[config.mk]
export PLATFORM = sky130hd
export DESIGN_NAME = scirq_core
export DESIGN_NICKNAME = d
export VERILOG_FILES = /design/src/core/scirq_prio.v /design/src/core/scirq_core.v
export VERILOG_INCLUDE_DIRS = /design/src /design/src/inc
export SDC_FILE = /design/constraint.sdc
export NUM_CORES = 1
export LEC_CHECK = 0
export BUFFER_PORTS_ARGS = -buffer_cell sky130_fd_sc_hd__buf_2
export CORE_ASPECT_RATIO = 1.2
export CORE_MARGIN = 1.5
export CORE_UTILIZATION = 45
export CTS_CLUSTER_DIAMETER = 40
export DETAILED_ROUTE_END_ITERATION = 10
export PLACE_DENSITY = 0.81
export SETUP_SLACK_MARGIN = 0.2
export SLEW_MARGIN = 20
export SYNTH_ARGS = -nofsm -noshare
export SYNTH_HDL_FRONTEND = slang
export SYNTH_SLANG_ARGS = --single-unit
[constraint.sdc]
create_clock -name clk_i -period 1.12 [get_ports clk_i]
set_clock_uncertainty 0.1 [all_clocks]
set_input_delay 0.056 -clock clk_i [delete_from_list [all_inputs] [get_ports clk_i]]
set_output_delay 0.056 -clock clk_i [all_outputs]
set_load 0.03 [all_outputs]
[src/inc/scirq_regs.vh]
/*
  Register offsets, field positions and reset values for the serial
  interrupt and receive-error status block.
  Assumes a byte-wide plain register port with read data one cycle late.
*/
`ifndef SCIRQ_REGS_VH
`define SCIRQ_REGS_VH

// ---------------------------------------------------------------
// register offsets
// ---------------------------------------------------------------
`define SCIRQ_ADDR_W 3
`define SCIRQ_OFS_CTRL 3'h0
`define SCIRQ_OFS_STAT 3'h1
`define SCIRQ_OFS_TXD 3'h2
`define SCIRQ_OFS_RXD 3'h3
`define SCIRQ_OFS_ISTAT 3'h4
`define SCIRQ_OFS_IMASK 3'h5

// ---------------------------------------------------------------
// control register fields
// ---------------------------------------------------------------
`define SCIRQ_CTRL_TXE_IE 7
`define SCIRQ_CTRL_RX_IE 6
`define SCIRQ_CTRL_TX_COMPLETE_FLAG_IE 2
`define SCIRQ_CTRL_RST 8'h00

// ---------------------------------------------------------------
// status register fields
// ---------------------------------------------------------------
`define SCIRQ_ST_TXE 7
`define SCIRQ_ST_RXF 6
`define SCIRQ_ST_OVR 5
`define SCIRQ_ST_FRM 4
`define SCIRQ_ST_PAR 3
`define SCIRQ_ST_TX_COMPLETE_FLAG 2
`define SCIRQ_STAT_RST 8'h84
`define SCIRQ_TXD_RST 8'hFF
`define SCIRQ_RXD_RST 8'h00

// ---------------------------------------------------------------
// event status / mask fields (one bit per request line)
// ---------------------------------------------------------------
`define SCIRQ_EV_ERR 0
`define SCIRQ_EV_RXF 1
`define SCIRQ_EV_TXE 2
`define SCIRQ_EV_TX_COMPLETE_FLAG 3
`define SCIRQ_EV_W 4
`define SCIRQ_EV_RST 4'h0

// priority vector codes
`define SCIRQ_VEC_NONE 3'h0
`define SCIRQ_VEC_ERR 3'h1
`define SCIRQ_VEC_RXF 3'h2
`define SCIRQ_VEC_TXE 3'h3
`define SCIRQ_VEC_TX_COMPLETE_FLAG 3'h4

`endif

[src/core/scirq_prio.v]
/*
  Fixed-priority encoder for the four serial request lines.
  Assumes request bits are ordered error, rx full, tx empty, tx end.
*/
`timescale 1ns/10ps
`default_nettype none
`include "scirq_regs.vh"

module scirq_prio (
  input wire [`SCIRQ_EV_W-1:0] req_i,
  output reg [2:0] vec_o
);

  always @* begin
    if (req_i[`SCIRQ_EV_ERR]) begin
      vec_o = `SCIRQ_VEC_ERR;
    end else if (req_i[`SCIRQ_EV_RXF]) begin
      vec_o = `SCIRQ_VEC_RXF;
    end else if (req_i[`SCIRQ_EV_TXE]) begin
      vec_o = `SCIRQ_VEC_TXE;
    end else if (req_i[`SCIRQ_EV_TX_COMPLETE_FLAG]) begin
      vec_o = `SCIRQ_VEC_TX_COMPLETE_FLAG;
    end else begin
      vec_o = `SCIRQ_VEC_NONE;
    end
  end

endmodule
`default_nettype wire

[src/core/scirq_core.v]
/*
  Interrupt request and receive-error status part of a serial unit:
  control enables, status flags, tx data / rx data hand-over, four
  request lines, priority vector and a summary interrupt.
  Assumes the serial engines (shifter, framing) sit outside on the
  same clock and talk through the one-cycle pulse ports below.
*/
`timescale 1ns/10ps
`default_nettype none
`include "scirq_regs.vh"

// What this block does
// four separate request lines to interrupt controller
// three control enables gate the four requests
// tx empty request when empty flag sets
// tx end request when complete flag sets
// rx full request when full flag sets
// error request on overrun, parity or framing
// fixed priority: error, rx, tx empty, end
// empty flag sets on data-to-shifter move
// tx data writes always accepted, may overwrite
// software checks empty flag before writing
// overrun blocks shift-to-data register copy
// three error flags set independently
// framing/parity only still copies character
// requests are levels: flag and enable
module scirq_core #(
  parameter DATA_W = 8
) (
  input wire clk_i,
  input wire srst_i,
  // register port
  input wire [`SCIRQ_ADDR_W-1:0] reg_addr_i,
  input wire [7:0] reg_wdata_i,
  input wire reg_wr_i,
  input wire reg_rd_i,
  output reg [7:0] reg_rdata_o,
  // transmit engine side
  input wire tx_load_i,
  output wire [DATA_W-1:0] tx_shift_data_o,
  output wire tx_data_pending_o,
  input wire tx_done_i,
  // receive engine side
  input wire rx_done_i,
  input wire [DATA_W-1:0] rx_shift_reg_i,
  input wire rx_frm_err_i,
  input wire rx_par_err_i,
  // request lines
  output wire tx_end_irq_o,
  output wire rx_error_irq_o,
  output wire rx_full_irq_o,
  output wire tx_empty_irq_o,
  output wire [2:0] irq_vec_o,
  output wire irq_o
);

  // ---------------------------------------------------------------
  // storage
  // ---------------------------------------------------------------
  reg [7:0] serial_control_reg_r;
  reg [DATA_W-1:0] tx_data_reg_r;
  reg [DATA_W-1:0] rx_data_reg_r;
  reg tx_buf_empty_flag_r;
  reg tx_complete_flag_r;
  reg rx_buf_full_flag_r;
  reg overrun_flag_r;
  reg framing_err_flag_r;
  reg parity_err_flag_r;
  reg [`SCIRQ_EV_W-1:0] ev_stat_r;
  reg [`SCIRQ_EV_W-1:0] ev_mask_r;
  reg [`SCIRQ_EV_W-1:0] req_d_r;

  wire [7:0] status_view;
  wire [`SCIRQ_EV_W-1:0] req;
  wire [`SCIRQ_EV_W-1:0] req_rise;
  wire wr_ctrl;
  wire wr_stat;
  wire wr_txd;
  wire wr_istat;
  wire wr_imask;
  wire rx_overrun;
  wire rx_copy;

  // reset image of the status register, so single flag bits can be picked
  localparam [7:0] STAT_RST = `SCIRQ_STAT_RST;

  function sel;
    input [`SCIRQ_ADDR_W-1:0] a;
    input [`SCIRQ_ADDR_W-1:0] ofs;
    begin
      sel = (a == ofs);
    end
  endfunction

  assign wr_ctrl = reg_wr_i & sel(reg_addr_i, `SCIRQ_OFS_CTRL);
  assign wr_stat = reg_wr_i & sel(reg_addr_i, `SCIRQ_OFS_STAT);
  assign wr_txd = reg_wr_i & sel(reg_addr_i, `SCIRQ_OFS_TXD);
  assign wr_istat = reg_wr_i & sel(reg_addr_i, `SCIRQ_OFS_ISTAT);
  assign wr_imask = reg_wr_i & sel(reg_addr_i, `SCIRQ_OFS_IMASK);

  assign status_view = {tx_buf_empty_flag_r, rx_buf_full_flag_r, overrun_flag_r,
                        framing_err_flag_r, parity_err_flag_r, tx_complete_flag_r, 2'h0};

  // ---------------------------------------------------------------
  // receive hand-over
  // ---------------------------------------------------------------
  // a character arriving while the data register is still full is an overrun
  assign rx_overrun = rx_done_i & rx_buf_full_flag_r;
  assign rx_copy = rx_done_i & ~rx_overrun; // see

  always @(posedge clk_i) begin
    if (srst_i) begin
      rx_data_reg_r <= `SCIRQ_RXD_RST;
    end else if (rx_copy) begin
      rx_data_reg_r <= rx_shift_reg_i;
    end
  end

  // ---------------------------------------------------------------
  // status flags: hardware set wins over software clear, except a tx data write beats the complete-flag set
  // ---------------------------------------------------------------
  // status bits clear by writing 0 to a bit that reads 1
  always @(posedge clk_i) begin
    if (srst_i) begin
      tx_buf_empty_flag_r <= STAT_RST[`SCIRQ_ST_TXE];
      tx_complete_flag_r <= STAT_RST[`SCIRQ_ST_TX_COMPLETE_FLAG];
      rx_buf_full_flag_r <= 1'b0;
      overrun_flag_r <= 1'b0;
      framing_err_flag_r <= 1'b0;
      parity_err_flag_r <= 1'b0;
    end else begin
      if (tx_load_i) begin
        tx_buf_empty_flag_r <= 1'b1;
      end else if (wr_txd) begin
        tx_buf_empty_flag_r <= 1'b0;
      end else if (wr_stat & ~reg_wdata_i[`SCIRQ_ST_TXE]) begin
        tx_buf_empty_flag_r <= 1'b0;
      end
      if (tx_done_i & tx_buf_empty_flag_r & ~wr_txd) begin
        tx_complete_flag_r <= 1'b1;
      end else if (wr_txd | (wr_stat & ~reg_wdata_i[`SCIRQ_ST_TX_COMPLETE_FLAG])) begin
        tx_complete_flag_r <= 1'b0;
      end
      if (rx_copy) begin
        rx_buf_full_flag_r <= 1'b1;
      end else if (wr_stat & ~reg_wdata_i[`SCIRQ_ST_RXF]) begin
        rx_buf_full_flag_r <= 1'b0;
      end
      // each error flag has its own set term  see
      if (rx_overrun) begin
        overrun_flag_r <= 1'b1;
      end else if (wr_stat & ~reg_wdata_i[`SCIRQ_ST_OVR]) begin
        overrun_flag_r <= 1'b0;
      end
      if (rx_done_i & rx_frm_err_i) begin
        framing_err_flag_r <= 1'b1;
      end else if (wr_stat & ~reg_wdata_i[`SCIRQ_ST_FRM]) begin
        framing_err_flag_r <= 1'b0;
      end
      if (rx_done_i & rx_par_err_i) begin
        parity_err_flag_r <= 1'b1;
      end else if (wr_stat & ~reg_wdata_i[`SCIRQ_ST_PAR]) begin
        parity_err_flag_r <= 1'b0;
      end
    end
  end

  // ---------------------------------------------------------------
  // control and transmit data
  // ---------------------------------------------------------------
  always @(posedge clk_i) begin
    if (srst_i) begin
      serial_control_reg_r <= `SCIRQ_CTRL_RST;
      tx_data_reg_r <= `SCIRQ_TXD_RST;
      ev_mask_r <= `SCIRQ_EV_RST;
    end else begin
      if (wr_ctrl) begin
        serial_control_reg_r <= reg_wdata_i;
      end
      // no guard: a pending character is simply replaced  see
      if (wr_txd) begin
        tx_data_reg_r <= reg_wdata_i[DATA_W-1:0];
      end
      if (wr_imask) begin
        ev_mask_r <= reg_wdata_i[`SCIRQ_EV_W-1:0];
      end
    end
  end

  assign tx_shift_data_o = tx_data_reg_r;
  assign tx_data_pending_o = ~tx_buf_empty_flag_r;

  // ---------------------------------------------------------------
  // request lines
  // ---------------------------------------------------------------
  // plain levels so the controller sees them until the flag clears
  assign req[`SCIRQ_EV_ERR] = serial_control_reg_r[`SCIRQ_CTRL_RX_IE] &
                              (overrun_flag_r | framing_err_flag_r | parity_err_flag_r);
  assign req[`SCIRQ_EV_RXF] = serial_control_reg_r[`SCIRQ_CTRL_RX_IE] & rx_buf_full_flag_r;
  assign req[`SCIRQ_EV_TXE] = serial_control_reg_r[`SCIRQ_CTRL_TXE_IE] & tx_buf_empty_flag_r;
  assign req[`SCIRQ_EV_TX_COMPLETE_FLAG] = serial_control_reg_r[`SCIRQ_CTRL_TX_COMPLETE_FLAG_IE] & tx_complete_flag_r;

  assign rx_error_irq_o = req[`SCIRQ_EV_ERR];
  assign rx_full_irq_o = req[`SCIRQ_EV_RXF];
  assign tx_empty_irq_o = req[`SCIRQ_EV_TXE];
  assign tx_end_irq_o = req[`SCIRQ_EV_TX_COMPLETE_FLAG];

  scirq_prio u_prio (
    .req_i(req),
    .vec_o(irq_vec_o)
  );

  // ---------------------------------------------------------------
  // sticky event status and summary interrupt
  // ---------------------------------------------------------------
  assign req_rise = req & ~req_d_r;

  always @(posedge clk_i) begin
    if (srst_i) begin
      req_d_r <= `SCIRQ_EV_RST;
      ev_stat_r <= `SCIRQ_EV_RST;
    end else begin
      req_d_r <= req;
      // new rising edge beats a write-one-to-clear in the same cycle
      ev_stat_r <= (ev_stat_r & ~({`SCIRQ_EV_W{wr_istat}} & reg_wdata_i[`SCIRQ_EV_W-1:0])) | req_rise;
    end
  end

  assign irq_o = |(ev_stat_r & ev_mask_r);

  // ---------------------------------------------------------------
  // read port
  // ---------------------------------------------------------------
  always @(posedge clk_i) begin
    if (srst_i) begin
      reg_rdata_o <= 8'h00;
    end else if (reg_rd_i) begin
      case (reg_addr_i)
        `SCIRQ_OFS_CTRL: reg_rdata_o <= serial_control_reg_r;
        `SCIRQ_OFS_STAT: reg_rdata_o <= status_view;
        `SCIRQ_OFS_TXD: reg_rdata_o <= tx_data_reg_r;
        `SCIRQ_OFS_RXD: reg_rdata_o <= rx_data_reg_r;
        `SCIRQ_OFS_ISTAT: reg_rdata_o <= {4'h0, ev_stat_r};
        `SCIRQ_OFS_IMASK: reg_rdata_o <= {4'h0, ev_mask_r};
        default: reg_rdata_o <= 8'h00;
      endcase
    end else begin
      reg_rdata_o <= 8'h00;
    end
  end

endmodule
`default_nettype wire

==> summary.txt, run 1 <==
Slew headroom: 73.0%
PortBufs: 52
Dpl ws: -149 ps
Final hold slack: -111 ps
Inst Count DP: 375
HP Class: input pin to flip-flop
Synthesized net count: 274
Mapped cell area: 2190 µm²
Vias post-DR: 2,450
CTS tree: done
Clock Tree Root: clkbuf_8
Max FO, Critical Path: 3
Area growth syn-to-layout: 72.6%
CTS sink count: 50
H-tree levels: 2
Mean Syn Cell Area: 8.90 µm²
Setup CP Type: flip-flop to output port
Gp weighted congestion: 0.840
Finished Cell Area: 3780 µm²
Pleak: 1.70 nW
Final WS setup: -439 ps
Achievable Freq: 641 MHz
Die Y: 79.4 µm
WP data arrival: 1400 ps
Initial antenna violation count: 0
Startpoint Class: flip-flop
P per Cell Area: 981 nW/µm²
Placeable Area: 4630 µm²
Top post-synthesis cells by area: dfxtp_1 (46%), nand2_1 (6.7%), a21oi_1 (5.9%)
Post-route insts no fill: 418
Final setup viols: 18
Initial Utilization: 47.3%
Tot GR Track Use: 27.6%
Worst Min Path Start: tx_done_i
Slew at the pin with the worst max-slew slack: 404 ps
Worst path required time: 960 ps
First-pass GRT wire length: 10.9 mm
DRC: 0
Top cell type's share of synthesized area: 45.7%
Post-route clock period utilization: 139%
Gr ovfl total: 0
CTS Buffer Depth: 2
RSZ-0062 raised after global routing: true
Reg2reg start: parity_err_flag_r$_SDFFE_PP0P_
Crit path from: overrun_flag_r$_SDFFE_PP0P_
Final nets: 388
Fin util: 81.6%
Layout cells sized above 1: 58.6%
TritonCTS Buffers: 5
Worst-path clk slew: 80 ps
Yosys top cell by area: dfxtp_1
Antenna diodes: 0
Drt wl/cell: 20.1 µm
Fin. max-slew vios: 0
Final TNS setup: -3220 ps
Crit path time final: 1560 ps
Die width: 66.7 µm
Register bit total from synthesis: 50
Max-cap viol count: 0
Final Hold Vio Count: 1
Number of top-level pins: 53
Netlist cell types: 39
VDD IR max: 0.00102 V
Row cnt: 27
Number of synthesis warnings: 0
Status: complete, but fails checks
Drt initial violations: 282
Remaining antenna violation count: 0
Placed Area: 2820 µm²
DPL Wire Length: 4.00 mm
Pin count of the biggest net entering global routing: 43
Skew-Pair Late Insertion Delay: 310 ps
Post-synthesis sequential area ratio: 45.7%
First-pass DRT Iterations: 4
Vias in the first global route: 2,233
Die ar.: 5290 µm²
Mapped Cells: 246
Routed wire length: 8.40 mm
Power consumption: 3.70 mW
# fillers: 246
Via-to-Cell Ratio: 5.86
Critical Path End Type: output port
Failing checks: hold timing, setup timing
==> power by group <==
group | internal, mW | switching (mW) | total, mW
registers | 1.84 | 0.0538 | 1.89
logic | 0.400 | 0.400 | 0.800
clock network | 0.421 | 0.591 | 1.01
total | 2.66 | 1.04 | 3.70
==> timing repair <==
action / CTS / global route
pin swaps: 15 / 26
resized for setup: 99 / 74
hold buffers: 19 / 3
setup buffers: 6 / 9
cloned: 1 / 0
setup endpoints to repair: 59 / 67
endpoints found under the hold margin: 31 / 6
==> registers in the layout, indices dropped and copies added, names as in the netlist <==
signal,count
reg_rdata_o,8
rx_data_reg_r,8
serial_control_reg_r,8
tx_shift_data_o,8
ev_mask_r,4
ev_stat_r,4
req_d_r,4
framing_err_flag_r,1
overrun_flag_r,1
parity_err_flag_r,1
rx_buf_full_flag_r,1
tx_buf_empty_flag_r,1
tx_complete_flag_r,1
==> path summary, 6_finish.rpt <==
kind | to | slack (ps) | depth (start not counted)
worst min-delay path | tx_complete_flag_r$_SDFFE_PP1P_ | -110 | 2
worst max register to register | reg_rdata_o[3]$_SDFF_PP0_ | -190 | 4
worst min register to register | serial_control_reg_r[3]$_SDFFE_PP0P_ | 370 | 2
worst max-delay path | irq_vec_o[2] | -440 | 4
==> critical path, cell delays in order, from the launching register on <==
cell and delay (ps):
dfxtp_2 340, o31ai_4 340, inv_4 90, nor4_4 160
buf_6 170
==> metal layers <==
layer | track usage (%) | vias to the layer above | part of all wire [%]
met5 | 0 | - | 0
met4 | 11.6 | 0 | 5.3
met3 | 5.36 | 43 | 7.6
met2 | 46.4 | 157 | 47
met1 | 34.0 | 1171 | 40
li1 | - | 1079 | -
==> final cells by class <==
class                           count  area, µm²  share of cell area (%)
Tap cell                           58       72.6                    1.92
Inverter                           13       58.8                    1.56
Multi-Input combinational cell    168       1390                    36.7
Clock buffer                        5       68.8                    1.82
Clock inverter                      2       10.0                   0.265
Sequential cell                    50       1050                    27.8
Timing Repair Buffer              122       1130                    30.0
==> logic make-up after synthesis <==
logic type	share of synthesized area, %
and+or+nand+nor	22.2
AOI/OAI and AO/OA	17.4
DFF	45.7
buffers and inverters	6.06
muxes	8.58
==> cells in the mapped netlist <==
cell       instances
a211o_1            8
a21boi_0           1
a21oi_1           26
a221o_1            4
a22oi_1            2
and2_1             3
and3_1             4
and3b_1            2
and4bb_1           1
buf_1              1
buf_2              4
buf_4              3
buf_6              1
clkbuf_1           7
dfxtp_1           50
inv_1             13
mux2_2             4
mux2i_1           12
mux4_2             1
nand2_1           39
nand2b_1           4
nand3_1            1
nand3b_1           1
nand4b_1           1
nand4bb_1          2
nor2_1            11
nor2b_1           13
nor3b_1            1
nor4_1             1
nor4b_4            1
o211ai_1           1
o21ai_0           10
o221ai_1           2
o22ai_1            3
o31a_1             1
o31ai_1            2
or2_2              3
or3b_2             1
or4b_1             1
==> layout by cell type (no fill, tap or decap), types with 4 or more instances in the layout <==
cell type        n
nor2_1           9
dlygate4sd3_1   15
buf_6           43
dfxtp_1         20
clkbuf_8         5
nor2b_1          7
nor2b_4          5
mux2i_1         11
buf_2           24
nand2_1         22
dfxtp_4          4
buf_4           30
o21ai_0          5
dlymetal6s4s_1   5
a21oi_2         17
a211o_1          8
dfxtp_2         26
nand2b_4         4
nand2_4          7
a21oi_1          9
inv_1            8
a221o_1          4
nand2_2         10
Power figures use the tool's default switching activity.
==> run 2, diff against run 1 <==
--- a/config.mk
+++ b/config.mk
@@ -7,12 +7,14 @@
 export NUM_CORES = 1
 export LEC_CHECK = 0
 export BUFFER_PORTS_ARGS = -buffer_cell sky130_fd_sc_hd__buf_2
+export CELL_PAD_IN_SITES_DETAIL_PLACEMENT = 2
+export CELL_PAD_IN_SITES_GLOBAL_PLACEMENT = 2
 export CORE_ASPECT_RATIO = 1.2
 export CORE_MARGIN = 1.5
-export CORE_UTILIZATION = 45
+export CORE_UTILIZATION = 28
 export CTS_CLUSTER_DIAMETER = 40
 export DETAILED_ROUTE_END_ITERATION = 10
-export PLACE_DENSITY = 0.81
+export PLACE_DENSITY = 0.84
 export SETUP_SLACK_MARGIN = 0.2
 export SLEW_MARGIN = 20
 export SYNTH_ARGS = -nofsm -noshare
==> constraint.sdc (replaced) <==
create_clock -name clk_i -period 1.38 [get_ports clk_i]
set_clock_uncertainty 0.1 [all_clocks]
set_input_delay 0.069 -clock clk_i [delete_from_list [all_inputs] [get_ports clk_i]]
set_output_delay 0.069 -clock clk_i [all_outputs]
set_load 0.03 [all_outputs]
==> run 2 against run 1 <==
Compared with the run above:
- the flow finishes with violations (setup timing)
- cell count rose by 5.7%
- worst hold slack better by 150 ps
- sequential power is 19% lower
- die area is 58% higher
- via count shrank 7.1%
- count of clock-buffer cells in the layout up 2
- core utilization decreased by 38 points
- clock power decreased by 8%
- sequential cell count unchanged
- combinational power decreased by 35%
- sequential share of layout area rose by 3.5 points
- critical path depth unchanged
- critical path type unchanged
- largest power group unchanged
==> summary.txt, run 2 (same netlist as run 1, synthesis figures left out) <==
HP Class: input pin to flip-flop
Finished Cell Area: 3340 µm² (-12%)
Final TNS setup: -970 ps (+2250 ps)
Achievable Freq: 601 MHz
WP data arrival: 1490 ps (+90 ps)
CTS Buffer Depth: 2 (unchanged)
Max FO, Critical Path: 4 (+1)
Commonest non-fill, non-tap cell in the layout: buf_2
Gr ovfl total: 0 (unchanged)
Die ar.: 8360 µm² (+58%)
Power consumption: 2.98 mW (-20%)
RSZ-0062 raised after global routing: true
CTS sink count: 50 (unchanged)
Pin count of the biggest net entering global routing: 43 (unchanged)
Final WS setup: -284 ps (+155 ps)
Vias post-DR: 2,275 (-7.1%)
Area of the multi-input gates: 1190 µm² (-14%)
Vias in the first global route: 2,475 (+11%)
First-pass GRT wire length: 14.0 mm (+28%)
DRC: 0 (unchanged)
Placed Area: 2680 µm² (-5.0%)
Status: complete, but fails checks
Worst-path clk slew: 100 ps (+20 ps)
H-tree levels: 2 (unchanged)
Placeable Area: 7620 µm² (+65%)
Startpoint Class: flip-flop
Area growth syn-to-layout: 52.7%
Max-cap viol count: 0 (unchanged)
Dpl ws: -188 ps (-39.5 ps)
Fin. max-slew vios: 0 (unchanged)
Failing checks: setup timing
Most frequent cells in the layout: buf_2 (43), nand2_1 (36), buf_4 (33)
CTS tree: done
Drt wl/cell: 21.4 µm (+6.5%)
First-pass DRT Iterations: 4 (unchanged)
Final setup viols: 4 (-14)
Layout cells sized above 1: 41.8% (-17 points)
Final nets: 376 (-3.1%)
Slew headroom: 68.0% (-5.0 points)
Tot GR Track Use: 21.9% (-5.7 points)
Post-route insts no fill: 442 (+5.7%)
Routed wire length: 9.47 mm (+13%)
Number of top-level pins: 53 (unchanged)
Setup CP Type: flip-flop to output port
TritonCTS Buffers: 5 (unchanged)
Final Hold Vio Count: 0 (-1)
DPL Wire Length: 5.63 mm (+41%)
Skew-Pair Late Insertion Delay: 310 ps (about the same)
Inst Count DP: 392 (+4.5%)
Slew at the pin with the worst max-slew slack: 480 ps (+75.6 ps)
VDD IR max: 0.000682 V (-33%)
Pleak: 1.46 nW (-14%)
Die width: 83.7 µm (+26%)
PortBufs: 52 (unchanged)
P per Cell Area: 892 nW/µm² (-9.1%)
Die Y: 99.8 µm (+26%)
Worst path required time: 1210 ps (+250 ps)
Critical Path End Type: output port
Remaining antenna violation count: 0 (unchanged)
Via-to-Cell Ratio: 5.15 (-12%)
Reg area: 1040 µm² (-0.36%)
Post-route clock period utilization: 121%
Initial antenna violation count: 0 (unchanged)
Crit path time final: 1660 ps
# fillers: 875 (+260%)
Drt initial violations: 86 (-70%)
Gp weighted congestion: 0.884 (+5.3%)
Initial Utilization: 28.7% (-19 points)
Row cnt: 35 (+30%)
Clock Tree Root: clkbuf_8
==> run 2: per-stage QoR <==
stage / util [%] / hold WS, ps
5_1_grt: 43.8 / 63.1
6_report: 43.8 / 39.1
2_1_floorplan: - / 70.1
3_3_place_gp: 35.1 / 170
3_5_place_dp: 35.1 / 185
4_1_cts: 41.7 / 11.0
==> run 2: path summary, 6_finish.rpt <==
check	to	startpoint	slack, ps	cells after the start
max	irq_vec_o[2]	overrun_flag_r$_SDFFE_PP0P_	-280	4
min	ev_mask_r[2]$_SDFFE_PP0P_	reg_wdata_i[2]	40	3
max reg2reg	reg_rdata_o[7]$_SDFF_PP0_	tx_buf_empty_flag_r$_SDFFE_PP1P_	0	3
min reg2reg	rx_data_reg_r[4]$_SDFFE_PP0P_	rx_data_reg_r[4]$_SDFFE_PP0P_	370	2
==> run 2: layer usage <==
layer  track usage (%)  part of all wire [%]  up-vias
li1                  -                     -     1056
met1              24.9                    40     1116
met2              40.6                    53       83
met3              3.21                   4.2       20
met4              9.84                   3.4        0
met5                 0                     0        -
==> run 2: cell type report <==
type / instances / area share (%)
Timing Repair Buffer: 110 / 25.1
Tap cell: 92 / 3.45
Antenna cell: 1 / 0.0749
Clock buffer: 7 / 2.58
Multi-Input combinational cell: 168 / 35.7
Sequential cell: 50 / 31.3
Inverter: 13 / 1.76
Clock inverter: 1 / 0.150
==> run 2: critical path, stage by stage (launching register included) <==
cell     delay (ps)
dfxtp_2         360
o31ai_4         380
inv_4            90
nor4_4          150
buf_4           200
==> run 2: report_power, final <==
group | switching, mW | total, mW | internal (mW)
clock | 0.522 | 0.928 | 0.406
sequential | 0.0442 | 1.53 | 1.49
combinational | 0.282 | 0.521 | 0.239
==> run 2: what timing repair did <==
action | in CTS | in global routing
pin swaps | 5 | 8
hold buffers | 21 | 0
setup endpoints to repair | 23 | 23
gates resized for setup | 47 | 28
hold endpoints to repair | 29 | 0
buffers inserted | 10 | 9
gates cloned | 0 | 1
